[config.mk]
export PLATFORM = sky130hd
export DESIGN_NAME = ldc_ctrl_regs
export DESIGN_NICKNAME = d
export VERILOG_FILES = /design/src/pkg/ldc_pkg.sv /design/src/ldc_serial_rx.sv /design/src/ldc_ctrl_regs.sv
export VERILOG_INCLUDE_DIRS = /design/src /design/src/pkg
export SDC_FILE = /design/constraint.sdc
export NUM_CORES = 1
export LEC_CHECK = 0
export CORE_MARGIN = 1.5
export CORE_UTILIZATION = 65
export CTS_BUF_LIST = sky130_fd_sc_hd__clkbuf_4 sky130_fd_sc_hd__clkbuf_8 sky130_fd_sc_hd__clkbuf_16
export DETAILED_ROUTE_END_ITERATION = 16
export DONT_BUFFER_PORTS = 1
export PLACE_DENSITY_LB_ADDON = 0.15
export SLEW_MARGIN = 20
export SYNTH_ARGS = -nofsm -noshare
export SYNTH_HDL_FRONTEND = slang
export SYNTH_HIERARCHICAL = 1
export SYNTH_SLANG_ARGS = --single-unit
[constraint.sdc]
create_clock -name clk_sys -period 10.6 [get_ports clk_sys]
set_input_delay 0.53 -clock clk_sys [delete_from_list [all_inputs] [get_ports clk_sys]]
set_output_delay 0.53 -clock clk_sys [all_outputs]
set_load 0.02 [all_outputs]
[src/pkg/ldc_consts.svh]
// Constants for the laser driver control register bank
`ifndef LDC_CONSTS_SVH
`define LDC_CONSTS_SVH

// ----------------------------------------------------------------
// Register addresses carried in the three address bits
// ----------------------------------------------------------------
`define LDC_ADDR_CTRL     3'h0
`define LDC_ADDR_MOD      3'h1
`define LDC_ADDR_BIAS     3'h2
`define LDC_ADDR_EQ       3'h3

// ----------------------------------------------------------------
// Control register field positions and reset value
// ----------------------------------------------------------------
`define LDC_BIT_ENA       7
`define LDC_BIT_PDP       6
`define LDC_BIT_PDR       5
`define LDC_BIT_OLS       4
`define LDC_BIT_FDE       3
`define LDC_BIT_MODULATION_RANGE      2
`define LDC_BIT_EQDIS     1
`define LDC_CTRL_MASK     8'hFE
`define LDC_REG_RESET     8'h00

// ----------------------------------------------------------------
// Serial frame layout
// ----------------------------------------------------------------
`define LDC_FRAME_BITS    4'hB
`define LDC_ADDR_MSB      10
`define LDC_ADDR_LSB      8

// ----------------------------------------------------------------
// Current scaling; modulation in uA, bias in 0.5 uA units
// ----------------------------------------------------------------
`define LDC_MOD_STEP_HI   16'h009C
`define LDC_MOD_STEP_LO   16'h004E
`define LDC_COUPLING_RATIO 16'h001E
`define LDC_PD_STEP_LO    16'h0001
`define LDC_PD_STEP_HI    16'h0005
`define LDC_OPEN_STEP     16'h0096
`define LDC_BIAS_CAP      16'h9C40

`endif

[src/pkg/ldc_pkg.sv]
// Types shared by the laser driver control register bank
package ldc_pkg;

	// Serial receiver states, one-hot
	typedef enum logic [1:0] {
		ldc_rx_idle  = 2'b01,
		ldc_rx_shift = 2'b10
	} ldc_rx_state_type;

endpackage

[src/ldc_serial_rx.sv]
// Write-only two-wire serial frame receiver
`timescale 1ns/1ns
`default_nettype none
`include "ldc_consts.svh"

module ldc_serial_rx (
	// Clock and reset
	input  wire logic       clk_sys,
	input  wire logic       rst_b,
	// Serial pins
	input  wire logic       serial_clk,
	input  wire logic       serial_data,
	// Committed frame
	output var  logic       commit_q,
	output var  logic [2:0] addr_q,
	output var  logic [7:0] data_q
);

	ldc_pkg::ldc_rx_state_type state_q;
	logic        sck_q;
	logic        sda_q;
	logic [10:0] shift_q;
	logic [3:0]  count_q;
	logic        start_det;
	logic        stop_det;
	logic        bit_clk;
	logic        bit_fall;
	logic        bit_pend_q;
	logic        bit_val_q;

	// ------------------------------------------------------------
	// Line condition detection
	// ------------------------------------------------------------

	// Previous pin levels
	always_ff @(posedge clk_sys or negedge rst_b) begin
		if (!rst_b) begin
			sck_q <= 1'b1;
			sda_q <= 1'b1;
		end else begin
			sck_q <= serial_clk;
			sda_q <= serial_data;
		end
	end

	// Data edges with clock high are start and stop; clock rise is a bit
	assign start_det = serial_clk & sck_q & sda_q & ~serial_data;
	assign stop_det  = serial_clk & sck_q & ~sda_q & serial_data;
	assign bit_clk   = serial_clk & ~sck_q;
	assign bit_fall  = ~serial_clk & sck_q;

	// ------------------------------------------------------------
	// Frame state and shift register
	// ------------------------------------------------------------

	// Start opens a frame from any state, stop closes it
	always_ff @(posedge clk_sys or negedge rst_b) begin
		if (!rst_b) begin
			state_q <= ldc_pkg::ldc_rx_idle;
		end else begin
			case (state_q)
			ldc_pkg::ldc_rx_idle: begin
				if (start_det) begin
					state_q <= ldc_pkg::ldc_rx_shift;
				end
			end
			ldc_pkg::ldc_rx_shift: begin
				if (stop_det) begin
					state_q <= ldc_pkg::ldc_rx_idle;
				end
			end
			default: begin
				state_q <= ldc_pkg::ldc_rx_idle;
			end
			endcase
		end
	end

	// Address then data, MSB first; count saturates at a full frame.
	// A bit is caught as the clock rises and shifted in as it falls, so
	// the clock pulse that leads a stop never enters the frame
	always_ff @(posedge clk_sys or negedge rst_b) begin
		if (!rst_b) begin
			shift_q    <= 11'h000;
			count_q    <= 4'h0;
			bit_pend_q <= 1'b0;
			bit_val_q  <= 1'b0;
		end else if (start_det) begin
			count_q    <= 4'h0;
			bit_pend_q <= 1'b0;
		end else if (state_q == ldc_pkg::ldc_rx_shift && bit_clk) begin
			bit_pend_q <= 1'b1;
			bit_val_q  <= serial_data;
		end else if (state_q == ldc_pkg::ldc_rx_shift && bit_fall &&
		             bit_pend_q) begin
			bit_pend_q <= 1'b0;
			shift_q    <= {shift_q[9:0], bit_val_q};
			if (count_q != `LDC_FRAME_BITS) begin
				count_q <= count_q + 4'h1;
			end
		end
	end

	// Copy out on stop once a whole frame is in
	always_ff @(posedge clk_sys or negedge rst_b) begin
		if (!rst_b) begin
			commit_q <= 1'b0;
			addr_q   <= 3'h0;
			data_q   <= 8'h00;
		end else begin
			commit_q <= 1'b0;
			if (state_q == ldc_pkg::ldc_rx_shift && stop_det &&
			    count_q == `LDC_FRAME_BITS) begin
				commit_q <= 1'b1;
				addr_q   <= shift_q[`LDC_ADDR_MSB:`LDC_ADDR_LSB];
				data_q   <= shift_q[7:0];
			end
		end
	end
endmodule
`default_nettype wire

[src/ldc_ctrl_regs.sv]
// Laser driver control register bank with setting decode
`timescale 1ns/1ns
`default_nettype none
`include "ldc_consts.svh"

module ldc_ctrl_regs (
	// Clock and reset
	input  wire logic        clk_sys,
	input  wire logic        rst_b,
	// Serial pins
	input  wire logic        serial_clk,
	input  wire logic        serial_data,
	// Device pins and detector
	input  wire logic        disable_pin,
	input  wire logic        fault_detected,
	output var  logic        fault_flag_pin_q,
	// Decoded settings
	output var  logic        tx_enable_q,
	output var  logic        pd_cathode_vcc_q,
	output var  logic        pd_range_high_q,
	output var  logic        open_loop_select_q,
	output var  logic        fault_detect_enable_q,
	output var  logic        modulation_range_q,
	output var  logic        equalizer_bypass_q,
	output var  logic [7:0]  eq_strength_q,
	output var  logic [15:0] mod_current_ua_q,
	output var  logic [15:0] bias_current_hua_q
);

	logic        rx_commit;
	logic [2:0]  rx_addr;
	logic [7:0]  rx_data;
	logic [7:0]  ctrl_q;
	logic [7:0]  mod_code_q;
	logic [7:0]  bias_code_q;
	logic [7:0]  eq_adjust_q;
	logic        active_d;
	logic        tx_en_d;
	logic [15:0] mod_d;
	logic [15:0] bias_d;
	logic [15:0] closed_mult;

	// Code times step, full width
	function automatic logic [23:0] ldc_scale(input logic [7:0] code,
	                                          input logic [15:0] mult);
		ldc_scale = {16'h0000, code} * {8'h00, mult};
	endfunction

	// Limit a bias product to the bias ceiling
	function automatic logic [15:0] ldc_clamp(input logic [23:0] prod);
		if (prod > {8'h00, `LDC_BIAS_CAP}) begin
			ldc_clamp = `LDC_BIAS_CAP;
		end else begin
			ldc_clamp = prod[15:0];
		end
	endfunction

	// ------------------------------------------------------------
	// Serial receiver
	// ------------------------------------------------------------

	ldc_serial_rx u_rx (
		.clk_sys     (clk_sys),
		.rst_b       (rst_b),
		.serial_clk  (serial_clk),
		.serial_data (serial_data),
		.commit_q    (rx_commit),
		.addr_q      (rx_addr),
		.data_q      (rx_data)
	);

	// ------------------------------------------------------------
	// Register bank
	// ------------------------------------------------------------

	// Only the addressed register loads; unused addresses are ignored
	always_ff @(posedge clk_sys or negedge rst_b) begin
		if (!rst_b) begin
			ctrl_q      <= `LDC_REG_RESET;
			mod_code_q  <= `LDC_REG_RESET;
			bias_code_q <= `LDC_REG_RESET;
			eq_adjust_q <= `LDC_REG_RESET;
		end else if (rx_commit) begin
			case (rx_addr)
			`LDC_ADDR_CTRL: ctrl_q <= rx_data & `LDC_CTRL_MASK;
			`LDC_ADDR_MOD:  mod_code_q  <= rx_data;
			`LDC_ADDR_BIAS: bias_code_q <= rx_data;
			`LDC_ADDR_EQ:   eq_adjust_q <= rx_data;
			default: begin
				ctrl_q <= ctrl_q;
			end
			endcase
		end
	end

	// ------------------------------------------------------------
	// Enable and fault latch
	// ------------------------------------------------------------

	// Enabled when bit set and pin low; registers untouched either way
	assign active_d = ctrl_q[`LDC_BIT_ENA] & ~disable_pin;
	assign tx_en_d  = active_d & ~fault_flag_pin_q;

	// Latch while enabled; disabling releases it
	always_ff @(posedge clk_sys or negedge rst_b) begin
		if (!rst_b) begin
			fault_flag_pin_q <= 1'b0;
		end else if (!active_d) begin
			fault_flag_pin_q <= 1'b0;
		end else if (fault_detected && ctrl_q[`LDC_BIT_FDE]) begin
			fault_flag_pin_q <= 1'b1;
		end
	end

	// ------------------------------------------------------------
	// Current setpoints
	// ------------------------------------------------------------

	// Ratio times photodiode step gives bias per code count
	assign closed_mult = ctrl_q[`LDC_BIT_PDR] ?
		16'(`LDC_COUPLING_RATIO * `LDC_PD_STEP_HI) :
		16'(`LDC_COUPLING_RATIO * `LDC_PD_STEP_LO);

	// Modulation and bias targets, zero while not transmitting
	always_comb begin
		mod_d  = 16'h0000;
		bias_d = 16'h0000;
		if (tx_en_d) begin
			if (ctrl_q[`LDC_BIT_MODULATION_RANGE]) begin
				mod_d = 16'(ldc_scale(mod_code_q,
					`LDC_MOD_STEP_HI));
			end else begin
				mod_d = 16'(ldc_scale(mod_code_q,
					`LDC_MOD_STEP_LO));
			end
			if (ctrl_q[`LDC_BIT_OLS]) begin
				bias_d = ldc_clamp(ldc_scale(bias_code_q,
					`LDC_OPEN_STEP));
			end else begin
				bias_d = ldc_clamp(ldc_scale(bias_code_q,
					closed_mult));
			end
		end
	end

	// ------------------------------------------------------------
	// Registered outputs
	// ------------------------------------------------------------

	// Mode decode follows the control register
	always_ff @(posedge clk_sys or negedge rst_b) begin
		if (!rst_b) begin
			tx_enable_q           <= 1'b0;
			pd_cathode_vcc_q      <= 1'b0;
			pd_range_high_q       <= 1'b0;
			open_loop_select_q    <= 1'b0;
			fault_detect_enable_q <= 1'b0;
			modulation_range_q    <= 1'b0;
		end else begin
			tx_enable_q           <= tx_en_d;
			pd_cathode_vcc_q      <= ctrl_q[`LDC_BIT_PDP];
			pd_range_high_q       <= ctrl_q[`LDC_BIT_PDR];
			open_loop_select_q    <= ctrl_q[`LDC_BIT_OLS];
			fault_detect_enable_q <= ctrl_q[`LDC_BIT_FDE];
			modulation_range_q    <= ctrl_q[`LDC_BIT_MODULATION_RANGE];
		end
	end

	// Equalizer strength is the inverted code, zero when bypassed
	always_ff @(posedge clk_sys or negedge rst_b) begin
		if (!rst_b) begin
			equalizer_bypass_q <= 1'b0;
			eq_strength_q      <= 8'hFF;
		end else begin
			equalizer_bypass_q <= ctrl_q[`LDC_BIT_EQDIS];
			if (ctrl_q[`LDC_BIT_EQDIS]) begin
				eq_strength_q <= 8'h00;
			end else begin
				eq_strength_q <= ~eq_adjust_q;
			end
		end
	end

	// Current setpoints
	always_ff @(posedge clk_sys or negedge rst_b) begin
		if (!rst_b) begin
			mod_current_ua_q   <= 16'h0000;
			bias_current_hua_q <= 16'h0000;
		end else begin
			mod_current_ua_q   <= mod_d;
			bias_current_hua_q <= bias_d;
		end
	end
endmodule
`default_nettype wire

======== Word-level counts from Yosys, hierarchy flattened ========
Cells that the tools add are included.
operators by class
  $add $sub $neg .......................... 1
  $mul .................................... 4
  $lt $le $gt $ge ......................... 2
  equal/unequal tests ..................... 11
  muxes and demuxes ....................... 21
  bitwise logic cells ..................... 18
  reduce and logical (&&, ||, !) cells .... 18
operators with widths
  cell                    number
  $mux W16                6
  $gt A16 B16 Y1 const B  2
  $mul A8 B6 Y14 const B  2
  $mul A8 B8 Y16          1
  $mux W4                 4
  $mux W8                 2
  $mul A8 B7 Y15 const B  1
  $reduce_and A2 Y1       6
  $and A1 B1 Y1           9
  $ne A2 B1 Y1 const B    4
  $not A1 Y1              8
  $not A8 Y8              1
  $eq A3 B2 Y1 const B    2
  $logic_and A1 B1 Y1     6
  $mux W1                 6
  $reduce_and A3 Y1       2
  $add A4 B1 Y4 const B   1
  $eq A4 B4 Y1 const B    1
  $mux W2                 2
  $ne A4 B4 Y1 const B    1
  $pmux W2 S2             1
  $reduce_bool A2 Y1      2
  $eq A3 B1 Y1 const B    1
  $logic_not A3 Y1        1
  3 further kinds         3
storage, ports and cells
  register bits after elaboration ......... 112
  bits of input ports ..................... 6
  logic and storage cells ................. 100

======== Logic depth before layout (Yosys ltp) ========
Gate-level depths: netlist (run 1).
  depth after elaboration ................. 7
  gate-level depth with buffers ........... 18

======== Hierarchy ========
Netlist (run 1), hierarchy kept.
modules (own cells, without submodules)
  module         instances  cells each  area each (sq um)  sequential area each (sq um)
  ldc_ctrl_regs  1          614         6,223.5            1,936.9
  ldc_serial_rx  1          91          1,453.9            829.5

======== Least setup slack after synthesis (run 1) ========
Ideal clock, no wire load.
  kind .................................... reg2reg
  start point ............................. register ctrl_q[5]
  end point ............................... register bias_current_hua_q[3]
  arrival ................................. 4,496 ps
  slack ................................... 6,038 ps
  cell stages (with the launch flop) ...... 18
  buffers on the path ..................... 1
  cells stage by stage .................... dfrtp_1 > clkbuf_1 > nor2_1 > fa_1 > ha_1 > fa_1 > inv_1 > fa_1 > inv_1 > ha_1 > and3_1 > a221oi_2 > o31ai_1 > xnor2_1 > nand3b_1 > a21o_1 > nor3_2 > a22o_1
on the way
  cells in the longest elaborated chain, start to end .. 6
ends and longest elaborated chain
  what                    line                  source
  start, declared         ldc_ctrl_regs.sv:33   logic [7:0] ctrl_q;
  start signal, assigned  ldc_ctrl_regs.sv:79   ctrl_q <= `LDC_REG_RESET;
  start signal, assigned  ldc_ctrl_regs.sv:85   `LDC_ADDR_CTRL: ctrl_q <= rx_data & `LDC_CTRL_MASK;
  start signal, assigned  ldc_ctrl_regs.sv:90   ctrl_q <= ctrl_q;
  $mux W8 (*)             ldc_ctrl_regs.sv:120  assign closed_mult = ctrl_q[`LDC_BIT_PDR] ?
  $mul A8 B8 Y16 (*)      ldc_ctrl_regs.sv:46   ldc_scale = {16'h0000, code} * {8'h00, mult};
  $gt A16 B16 Y1          ldc_ctrl_regs.sv:51   if (prod > {8'h00, `LDC_BIAS_CAP}) begin
  $mux W16 (*)            ldc_ctrl_regs.sv:51
  $mux W16 (*)            ldc_ctrl_regs.sv:136  if (ctrl_q[`LDC_BIT_OLS]) begin
  $mux W16 (*)            ldc_ctrl_regs.sv:128  if (tx_en_d) begin
  via bias_d[3]           ldc_ctrl_regs.sv:40   logic [15:0] bias_d;
  end signal, assigned    ldc_ctrl_regs.sv:191  bias_current_hua_q <= bias_d;
  end, declared           ldc_ctrl_regs.sv:27   output var logic [15:0] bias_current_hua_q
Mark *: on every way through the listed nets, which the timed path passes. The rest lies on a longest branch.
A chain may end at the register's enable or synchronous reset.

======== Final worst setup path (run 1) ========
  start point ............................. register bias_code_q[6]
  end point ............................... register bias_current_hua_q[8]
on the way
  cells in the longest elaborated chain, start to end .. 5
  elaborated cells between the ends (all ways) .. 8
  those cells by class .................... mul (2); order compare (2); mux (4)
ends and longest elaborated chain
  what                                              line                  source
  start, declared                                   ldc_ctrl_regs.sv:35   logic [7:0] bias_code_q;
  start signal, assigned                            ldc_ctrl_regs.sv:81   bias_code_q <= `LDC_REG_RESET;
  start signal, assigned                            ldc_ctrl_regs.sv:87   `LDC_ADDR_BIAS: bias_code_q <= rx_data;
  $mul A8 B8 Y16 or $mul A8 B7 Y15 (tied branches)  ldc_ctrl_regs.sv:46
  $gt A16 B16 Y1                                    ldc_ctrl_regs.sv:51
  $mux W16                                          ldc_ctrl_regs.sv:51
  $mux W16 (*)                                      ldc_ctrl_regs.sv:136
  $mux W16 (*)                                      ldc_ctrl_regs.sv:128
  via bias_d[8]                                     ldc_ctrl_regs.sv:40
Marks and branches as above.

==> summary.md, run 1 <==
| Metric | Value |
|---|---|
| Clock Sinks | `110` |
| Total track usage | `0.2627` |
| Final Hold Fails | `0` |
| Peak VDD IR | `between 0.15 and 0.2 mV` |
| Row cnt | `39` |
| Setup TNS | `0 ns` |
| Worst Tran Pin Value | `0.9829 ns` |
| R2R Path End | `bias_current_hua_q[8]$_DFF_PN0_` |
| Port buffer count | `0` |
| Vias in the first global route | `between 5000 and 6000` |
| P_leak | `4.423 nW` |
| Clk slew on worst S/H paths | `roughly 0.08 ns` |
| YS warnings | `6` |
| Num CTS Buffers | `9` |
| DR iter-0 viols | `356` |
| Syn_area_per_cell | `~11 sq um` |
| First drt pass iteration count | `4` |
| Sequential fraction of the synthesis area | `0.3603` |
| Worst EP arrival | `5.40 ns` |
| Post-Syn Area | `around 7700 sq um` |
| Final period util | `0.4806` |
| Gate Count Post-Synth | `~700` |
| CTS hold repair buffers | `2` |
| Wirelength per Cell | `18.00 microns` |
| CP Launch Type | `flip-flop` |
| Post_cts resized | `0` |
| Fraction of layout cells with a size suffix above 1 | `0.1344` |
| Unrepaired setup endpoints after global routing | `false` |
| Finished Core Util | `0.7077` |
| Worst-skew pair later-pin latency | `roughly 0.36 ns` |
| Largest net degree at the start of global routing | `100` |
| Final Non-Filler Cells | `850` |
| Number of synthesized flops with an enable pin | `0` |
| DR vias/cell | `roughly 6` |
| Ys async rst share | `1.000` |
| Post-route ant nets | `0` |
| Die Wd | `about 110 microns` |
| H-Tree Depth | `3` |
| First-pass GRT wire length | `25760 microns` |
| Crit path kind | `reg -> reg` |
| Max clock buf depth | `2` |
| Final min period | `5.095 ns` |
| Synth Register Bits | `110` |
| Initial Util | `0.6695` |
| Worst-case reg-to-reg path depth | `17` |
| Detailed placement HPWL | `11440 microns` |
| Hold Crit Class | `in -> async` |
| DIE AREA | `12470 sq um` |
| Core area | `around 11000 sq um` |
| IO Count | `54` |
| Tot Pwr | `0.0007710 W` |
| Die Y | `about 110 microns` |
| Highest Clock Rate | `roughly 200 MHz` |
| CTS tree | `yes` |
| Antenna cells | `0` |
| Post-placement cell count | `roughly 830` |
| Pins Over Slew Limit | `0` |
| CP endpoint kind | `flip-flop` |
| Status | `finished, final reports clean` |
| Number of max-cap violations | `0` |
| Max_slew headroom | `0.3448` |
| Reg-to-reg startpoint | `bias_code_q[6]$_DFFE_PN0P_` |
| Crit path max fanout | `8` |
| Total wire length | `roughly 15000 microns` |
| Clock root buffer | `clkbuf_16` |
| Main synth FF type | `dfrtp_1` |
| DR DRC count | `0` |
| Layout Nets | `roughly 840` |
| Worst EP required | `between 10 and 15 ns` |
| Antenna violations before repair | `1` |
| P&R area growth vs syn | `5.704%` |
| Finish-stage setup viols | `0` |
| Fin Hold WS | `~0.033 ns` |
| Clock Skew | `0.01323 ns` |
| Power Dens Cells | `95.00 nW/um^2` |
| Routed via count | `approximately 5000` |
| Post-CTS setup repair buffer count | `0` |
| Grt total ovfl | `0` |
| Gpl congestion | `slightly below 0.9` |
| FF-to-FF setup slack | `around 5.5 ns` |
| Yosys cell types | `74` |
[state kept, by name, indices dropped and copies added (netlist names), 2 cells and up]
register            cells
bias_code_q             8
bias_current_hua_q     15
ctrl_q                  7
eq_adjust_q             8
eq_strength_q           8
mod_code_q              8
mod_current_ua_q       15
u_rx/addr_q             3
u_rx/count_q            4
u_rx/data_q             8
u_rx/shift_q           11
u_rx/state_q            2
[cells in the mapped netlist, types with 2 or more instances]
library cell	count	area, sq um
dfrtp_1	99	2477
inv_1	97	364.1
ha_1	95	1189
nor2_1	45	168.9
fa_1	34	680.7
nand2_1	31	116.4
mux2_2	29	326.6
o21ai_0	22	110.1
a21oi_1	21	105.1
mux2_4	19	285.3
xnor2_1	15	131.4
mux2i_1	12	120.1
nand2b_1	12	75.07
dfstp_2	11	289.0
and2_1	9	56.30
clkbuf_1	9	33.78
nand3_1	9	45.04
xor2_1	9	78.83
a21o_1	8	60.06
nor3_1	8	40.04
o21a_1	8	60.06
a22o_1	7	61.31
nor2b_1	7	43.79
and3_1	5	31.28
nor3b_1	5	37.54
a31oi_1	4	25.02
nor4_1	4	25.02
o31ai_1	4	30.03
buf_1	3	11.26
buf_4	3	22.52
nand3b_1	3	22.52
o221ai_1	3	26.28
or2_2	3	18.77
or3_1	3	18.77
a211oi_1	2	15.01
a22oi_1	2	15.01
a311oi_1	2	17.52
buf_6	2	22.52
nand4b_1	2	17.52
o2111a_1	2	22.52
o211a_1	2	20.02
o211ai_1	2	15.01
o21bai_1	2	15.01
[kinds of logic (layout without fill, tap and decap cells)]
group | Yosys count | in the layout | share of synthesized area
fa+ha+maj | 129 | 129 | 0.2435
other cells | 1 | 2 | 0.0004884
simple gates | 156 | 156 | 0.1110
mux | 60 | 60 | 0.09534
flops | 110 | 110 | 0.3603
compound gates | 109 | 109 | 0.1017
xor+xnor | 24 | 24 | 0.02738
buf+inv | 116 | 117 | 0.06030
[worst max-delay path by stage]
stage / startpoint / endpoint / slack, ns / cells after the start
6_report: bias_code_q[6]$_DFFE_PN0P_ / bias_current_hua_q[8]$_DFF_PN0_ / 5.51 / 17
4_1_cts: bias_code_q[6]$_DFFE_PN0P_ / bias_current_hua_q[8]$_DFF_PN0_ / 5.52 / 17
5_1_grt: bias_code_q[6]$_DFFE_PN0P_ / bias_current_hua_q[4]$_DFF_PN0_ / 5.23 / 17
2_1_floorplan: ctrl_q[5]$_DFFE_PN0P_ / bias_current_hua_q[3]$_DFF_PN0_ / 6.04 / 17
3_3_place_gp: bias_code_q[5]$_DFFE_PN0P_ / bias_current_hua_q[5]$_DFF_PN0_ / 5.72 / 17
3_5_place_dp: bias_code_q[6]$_DFFE_PN0P_ / bias_current_hua_q[8]$_DFF_PN0_ / 5.57 / 17
[cells in the final DEF, fill, tap and decap left out, drive strengths merged, types with 3 or more instances in the layout]
cell,n
mux2i,12
clkbuf,11
ha,95
nand2b,12
o31ai,5
dfrtp,99
o221ai,3
o21ai,25
and2,9
nand3b,4
xnor2,15
o21a,8
mux2,48
a31oi,4
clkinv,4
or3,3
inv,99
nor2,45
nor3b,5
or2,3
nor3,9
and3,5
a21oi,21
a21o,8
nor4,5
nand2,32
a22o,7
fa,34
nand3,11
xor2,9
nor2b,8
dfstp,11
[layout make-up]
type,count,area [sq um]
sequential,110,2766
clock buffer,11,246.5
fill,838,3352
timing repair buffer,3,47.55
multi-input combinational,480,4457
tap,143,178.9
clock inverter,5,51.30
inverter,98,367.9
[per-stage QoR]
stage	cell area, sq um	setup WS [ns]
floorplan	7681	6.038
global placement	7765	5.724
detailed placement	7770	5.566
CTS	8105	5.522
global route	8115	5.227
finish	8115	5.505
[where the power goes]
part	leakage (nW)	switching (W)	internal (W)
logic	2.78	0.00000940	0.00000285
clock network	0.147	0.000163	0.000173
registers	1.50	0.00000138	0.000421
total	4.42	0.000174	0.000597
[layer usage]
metal / share of wire / vias up / track usage
met5: 0.00078 / - / 0
met4: 0.025 / 2 / 0.08439
met3: 0.046 / 30 / 0.06424
met2: 0.47 / 108 / 0.4317
met1: 0.46 / 2454 / 0.3445
li1: - / 2390 / -
[worst max-delay path: stages, from the launching register on]
cell and delay (ns):
dfrtp_1 0.54, inv_1 0.16, nor2_1 0.14, fa_1 0.43, ha_1 0.34, fa_1 0.54, inv_1 0.06, fa_1 0.53
inv_1 0.04, ha_1 0.35, and3_1 0.19, a221oi_2 0.34, o31ai_1 0.12, xnor2_1 0.16, nand3b_1 0.10, a21o_1 0.24
nor3_2 0.51, a22o_1 0.25
Power figures use the tool's default switching activity.
==> inputs of run 2 (changes only) <==
ABC_AREA = 1   (was not set)
CORE_UTILIZATION = 59   (was 65)
clock period = 4.35 ns   (was 10.6 ns; I/O delays follow)
==> summary.md, run 2 <==
| Metric | Value |
|---|---|
| Antenna violations before repair | `0` |
| Ys async rst share | `1.000` |
| CP Launch Type | `flip-flop` |
| Status | `finished, final reports clean` |
| Hold Crit Class | `in -> reg` |
| Finish-stage setup viols | `0` |
| Number of max-cap violations | `0` |
| Top flop regs | `bias_current_hua_q x15, mod_current_ua_q x15, u_rx/shift_q x11` |
| Max_slew headroom | `0.6360` |
| Crit path kind | `reg -> reg` |
| DR DRC count | `0` |
| Port buffer count | `0` |
| Gate Count Post-Synth | `slightly below 1000` |
| Die Y | `118.8 microns` |
| Most frequent cell after synthesis | `nand2_1` |
| Commonest non-fill, non-tap cell in the layout | `nand2_1` |
| Power Dens Cells | `around 220 nW/um^2` |
| Synthesized-area fraction occupied by adder cells | `0.2363` |
| Vias in the first global route | `between 5000 and 6000` |
| XOR/XNOR Fraction of Synth Area | `0.008857` |
| Peak VDD IR | `between 0.15 and 0.2 mV` |
| Yosys cell types | `around 40` |
| Synth Area in Simple Gates | `0.2069` |
| DIE AREA | `14110 sq um` |
| Worst Tran Pin Value | `about 0.55 ns` |
| Multiplexer share of the synthesized area | `0` |
| P_leak | `around 5 nW` |
| Total wire length | `between 15000 and 20000 microns` |
| DR iter-0 viols | `~360` |
| Fraction of layout cells with a size suffix above 1 | `0.08452` |
| Detailed placement HPWL | `approximately 12000 microns` |
| Final Cell Area | `8502 sq um` |
| Number of synthesized flops with an enable pin | `0` |
| Grt total ovfl | `0` |
| Clock root buffer | `clkbuf_16` |
| Routed via count | `around 6000` |
| Antenna cells | `0` |
| Post-route ant nets | `0` |
| Clk slew on worst S/H paths | `~0.080 ns` |
| Final period util | `0.9490` |
| Synth top cells by count | `nand2_1 (229), inv_1 (199), dfrtp_1 (99)` |
| Placed Area | `approximately 8000 sq um` |
| Worst EP arrival | `between 4 and 5 ns` |
| Total track usage | `0.2353` |
| Clock Sinks | `110` |
| First drt pass iteration count | `7` |
| Initial Util | `0.6022` |
| Post-synth top area share | `0.3131` |
| Finished Core Util | `0.6471` |
| Final min period | `a little over 4 ns` |
| Origin of the worst setup path | `bias_code_q[6]$_DFFE_PN0P_` |
| Largest cells by area after synthesis | `dfrtp_1 (31%), ha_1 (15%), nand2_1 (11%), inv_1 (9.4%), fa_1 (8.6%)` |
| Worst EP required | `around 4.6 ns` |
| IO Count | `between 50 and 60` |
| H-Tree Depth | `3` |
| Layout Nets | `between 1000 and 1500` |
| Worst-skew pair later-pin latency | `roughly 0.36 ns` |
| P&R area growth vs syn | `7.465%` |
| YS warnings | `6` |
| Synth Register Bits | `110` |
| Highest Clock Rate | `approximately 240 MHz` |
| Crit path max fanout | `8` |
| Largest net degree at the start of global routing | `~110` |
| Yosys top cell by area | `dfrtp_1` |
| Main synth FF type | `dfrtp_1` |
| Largest family of logic cells by synthesized area | `adder cells` |
| Gpl congestion | `around 0.89` |
| Clock Skew | `just under 0.008 ns` |
| Die Wd | `roughly 120 microns` |
| Setup TNS | `0 ns` |
| Syn_area_per_cell | `just over 8 sq um` |
| Wirelength per Cell | `approximately 13 microns` |
| Hold path startpoint | `disable_pin` |
| CP endpoint kind | `flip-flop` |
| Commonest cells after routing, fill and taps aside | `nand2_1 (227), inv_1 (197), dfrtp_1 (97)` |
| DR vias/cell | `5.165` |
| Tot Pwr | `~0.0019 W` |
| Final Hold Fails | `0` |
| Sequential fraction of the synthesis area | `0.3497` |
| Pins Over Slew Limit | `0` |
| Core area | `roughly 13000 sq um` |
| CTS tree | `yes` |
| Max clock buf depth | `2` |
| Area fraction in compound gates after synthesis | `0.08445` |
| Post-Syn Area | `slightly below 8000 sq um` |
| Reg-to-reg startpoint | `bias_code_q[6]$_DFFE_PN0P_` |
| First-pass GRT wire length | `roughly 27000 microns` |
| Num CTS Buffers | `9` |
| Row cnt | `42` |
## run 2: changes by cell type after synthesis, moves of 11 or more
cell,delta
nand2b_1,-12
nand4_1,+13
inv_1,+102
mux2_2,-29
a21oi_1,+11
nand2_1,+198
mux2_4,-19
nand3_1,+42
mux2i_1,-12
xnor2_1,-14
nor2_1,+17
o21ai_0,+25
## run 2: timing repair
item	in CTS	in global routing
setup endpoints to repair	0	13
setup buffers	0	1
hold buffers	4	0
hold endpoints to repair	113	0
resized for setup	0	13
## run 2: cells by family after synthesis
family	after synthesis
and+or+nand+nor	382
buffers and inverters	223
adders and majority gates	129
AOI/OAI and AO/OA	115
DFF	110
xor gates and xnor gates	8
other	1
## run 2: area by class of cell
type	count	area, sq um
inverter	203	762.0
sequential	110	2769
multi-input combinational	637	4307
tap	176	220.2
clock inverter	7	71.32
timing repair buffer	16	147.6
clock buffer	9	225.2
fill	1108	4636
## run 2: stage by stage
stage	setup slack [ns]	hold slack, ns	cells
after global routing	-0.0009210	0.02366	1158
final	0.2221	0.01317	1158
after CTS	0.1521	0.005961	1156
after global placement	0.2299	-0.07561	1136
after floorplan	0.09230	-0.07809	969
after detailed placement	0.1870	-0.07554	1136
## run 2: path summary, 6_finish.rpt
check | end | slack (ns) | cells after the start
setup / recovery | bias_current_hua_q[13]$_DFF_PN0_ | 0.22 | 19
min in group asynchronous | tx_enable_q$_DFF_PN0_ | 0.44 | 2
max in group asynchronous | u_rx/state_q[0]$_DFFE_PN1P_ | 3.46 | 2
hold / removal | fault_flag_pin_q$_DFFE_PN0P_ | 0.01 | 3
setup reg to reg | bias_current_hua_q[13]$_DFF_PN0_ | 0.22 | 19
hold reg to reg | eq_strength_q[0]$_DFF_PN1_ | 0.38 | 1
## run 2: report_power, final
| group | total [W] | switching (W) | internal, W |
|---|---|---|---|
| registers | 0.00103 | 0.00000118 | 0.00102 |
| clock network | 0.000827 | 0.000417 | 0.000410 |
| logic | 0.0000301 | 0.0000241 | 0.00000606 |
| total | 0.00188 | 0.000442 | 0.00144 |
## run 2: per-layer routing
layer  vias to the layer above  GRT usage  routed length, microns
li1                       3051          -                       -
met1                      2807     0.3339                    7427
met2                       103     0.3735                    7144
met3                        20    0.03764                     640
met4                         0    0.07078                     238
met5                         -          0                       0
## run 2: critical path: stages (launching register included)
cell and delay, ns:
dfrtp_1 0.40, buf_4 0.18, ha_1 0.28, ha_1 0.28, inv_1 0.05, fa_1 0.49
fa_1 0.53, inv_1 0.04, ha_1 0.37, a21oi_2 0.24, nand2_1 0.08, nand2_1 0.08
nand3_1 0.08, nand2_1 0.12, nand2_1 0.06, nand2_1 0.08, nand2_1 0.15, o21ai_0 0.27
nand2_1 0.12, a21oi_1 0.13
==> inputs of run 3 (changes only) <==
==> constraint.sdc (replaced) <==
create_clock -name clk_sys -period 4.35 [get_ports clk_sys]
set_input_delay 0.435 -clock clk_sys [delete_from_list [all_inputs] [get_ports clk_sys]]
set_output_delay 0.435 -clock clk_sys [all_outputs]
set_load 0.02 [all_outputs]
==> summary.md, run 3 (synthesis gave the netlist of run 2 again) <==
| Metric | Value |
|---|---|
| Status | `complete, but fails checks` |
| Violated checks | `hold timing` |
| Worst EP required | `around 4.6 ns` |
| FF-to-FF setup slack | `roughly 0.21 ns` |
| P&R area growth vs syn | `7.085%` |
| Clock Sinks | `110` |
| Fraction of layout cells with a size suffix above 1 | `0.08478` |
| CP Launch Type | `flip-flop` |
| Area occupied by multi-input gates | `4307 sq um` |
| Final min period | `4.137 ns` |
| Final Cell Area | `~8500 sq um` |
| Peak VDD IR | `~0.18 mV` |
| H-Tree Depth | `3` |
| First drt pass iteration count | `5` |
| Max clock buf depth | `2` |
| Post-placement cell count | `1136` |
| Reg-to-reg startpoint | `bias_code_q[6]$_DFFE_PN0P_` |
| Final Non-Filler Cells | `1155` |
| Placed Area | `between 8000 and 9000 sq um` |
| Worst-skew pair later-pin latency | `about 0.36 ns` |
| Worst Tran Pin Value | `0.5471 ns` |
| Crit path kind | `reg -> reg` |
| Core area | `~13000 sq um` |
| Clk slew on worst S/H paths | `approximately 0.08 ns` |
| P_sw | `between 0.0004 and 0.0005 W` |
| Post-route ant nets | `0` |
| Clock root buffer | `clkbuf_16` |
| Internal power | `between 0.001 and 0.0015 W` |
| Hold Crit Class | `in -> async` |
| Row cnt | `42` |
| Commonest cells after routing, fill and taps aside | `nand2_1 (227), inv_1 (197), dfrtp_1 (97)` |
| Initial Util | `0.6022` |
| CP endpoint kind | `flip-flop` |
| Antenna violations before repair | `0` |
| R2R Path End | `bias_current_hua_q[13]$_DFF_PN0_` |
| First-pass GRT wire length | `roughly 27000 microns` |
| Clock Skew | `around 0.0065 ns` |
| Power Dens Cells | `~220 nW/um^2` |
| Antenna cells | `0` |
| FF/Latch Area | `around 2800 sq um` |
| Sequential share of power | `0.545` |
| DIE AREA | `14110 sq um` |
| Final period util | `0.9510` |
| Crit path max fanout | `8` |
| P_leak | `approximately 4.9 nW` |
| Total track usage | `0.2348` |
| Final Hold Fails | `5` |
| Total wire length | `15400 microns` |
| Highest Clock Rate | `about 240 MHz` |
| Wirelength per Cell | `roughly 13 microns` |
| Share of total power in combinational logic | `0.015` |
| DR iter-0 viols | `430` |
| CTS tree | `yes` |
| Sw Ratio | `0.2355` |
| Port buffer count | `0` |
| Finish-stage setup viols | `0` |
| Pins Over Slew Limit | `0` |
| Top flop regs | `bias_current_hua_q x15, mod_current_ua_q x15, u_rx/shift_q x11` |
| Finished Core Util | `0.6449` |
| Grt total ovfl | `0` |
| Die Wd | `between 100 and 150 microns` |
| Worst-case reg-to-reg path depth | `19` |
| Routed via count | `approximately 6000` |
| Die Y | `between 100 and 150 microns` |
| Vias in the first global route | `approximately 5800` |
| Commonest non-fill, non-tap cell in the layout | `nand2_1` |
| FILL cells | `1111` |
| Clock Power Share | `0.440` |
| Worst EP arrival | `4.41 ns` |
| Fin Hold WS | `-0.006769 ns` |
| DR DRC count | `0` |
| Layout Nets | `~1100` |
| Num CTS Buffers | `9` |
| Gpl congestion | `around 0.89` |
| Largest net degree at the start of global routing | `between 100 and 150` |
| IO Count | `54` |
| Max_slew headroom | `0.6349` |
| DR vias/cell | `roughly 5.2` |
| Detailed placement HPWL | `~12000 microns` |
| Number of max-cap violations | `0` |
run 3: cell count changes in the layout (fill, tap and decap cells not counted), sizes merged:
cell,delta
dlygate4sd3,-3
run 3: worst max-delay path by stage:
stage	cells after the start	slack (ns)	start	end
2_1_floorplan	26	0.09	ctrl_q[5]$_DFFE_PN0P_	bias_current_hua_q[5]$_DFF_PN0_
3_3_place_gp	21	0.23	ctrl_q[5]$_DFFE_PN0P_	bias_current_hua_q[5]$_DFF_PN0_
3_5_place_dp	24	0.19	bias_code_q[6]$_DFFE_PN0P_	bias_current_hua_q[9]$_DFF_PN0_
4_1_cts	22	0.15	bias_code_q[6]$_DFFE_PN0P_	bias_current_hua_q[9]$_DFF_PN0_
5_1_grt	19	-0.0009	bias_code_q[6]$_DFFE_PN0P_	bias_current_hua_q[13]$_DFF_PN0_
6_report	19	0.21	bias_code_q[6]$_DFFE_PN0P_	bias_current_hua_q[13]$_DFF_PN0_
run 3: what timing repair did:
item                       4_1_cts  5_1_grt
hold buffers                     1        0
buffers inserted                 0        1
hold endpoints to repair       110        0
setup endpoints to repair        0       13
gates resized for setup          0       13
run 3: stage by stage:
step	setup WS, ns	setup TNS, ns	total power (W)	hold WS [ns]
2_1_floorplan	0.09230	0	0.001053	0.1394
3_3_place_gp	0.2299	0	0.001052	0.1419
3_5_place_dp	0.1870	0	0.001052	0.1420
4_1_cts	0.1521	0	0.001903	0.02442
5_1_grt	-0.0009210	-0.001013	0.001947	0.02461
6_report	0.2129	0	0.001883	-0.006769
run 3: power groups by stage:
stage           logic (W)  registers [W]  clock network [W]
6_report        0.0000275        0.00103           0.000829
5_1_grt         0.0000332        0.00103           0.000887
4_1_cts         0.0000293        0.00103           0.000848
3_5_place_dp   0.00000638        0.00105                  0
3_3_place_gp   0.00000637        0.00105                  0
2_1_floorplan  0.00000715        0.00105                  0
run 3: layer usage:
| layer | global-route usage | routed length (microns) | vias to the layer above |
|---|---|---|---|
| met4 | 0.06928 | 267 | 0 |
| met1 | 0.3347 | 7462 | 2791 |
| li1 | - | - | 3044 |
| met3 | 0.03764 | 576 | 24 |
| met2 | 0.3714 | 7095 | 103 |
| met5 | 0 | 0 | - |
run 3: cell type report:
| type | count | share of cell area |
|---|---|---|
| multi-input combinational | 637 | 0.5083 |
| sequential | 110 | 0.3268 |
| inverter | 203 | 0.08994 |
| clock buffer | 9 | 0.02658 |
| tap | 176 | 0.02599 |
| timing repair buffer | 13 | 0.01388 |
| clock inverter | 7 | 0.008418 |
run 3: worst max-delay path, stage by stage, from the launching register on:
cell	delay (ns)
dfrtp_1	0.40
buf_4	0.18
ha_1	0.28
ha_1	0.28
inv_1	0.05
fa_1	0.49
fa_1	0.53
inv_1	0.04
ha_1	0.37
a21oi_2	0.25
nand2_1	0.08
nand2_1	0.08
nand3_1	0.08
nand2_1	0.12
nand2_1	0.06
nand2_1	0.08
nand2_1	0.16
o21ai_0	0.27
nand2_1	0.12
a21oi_1	0.13
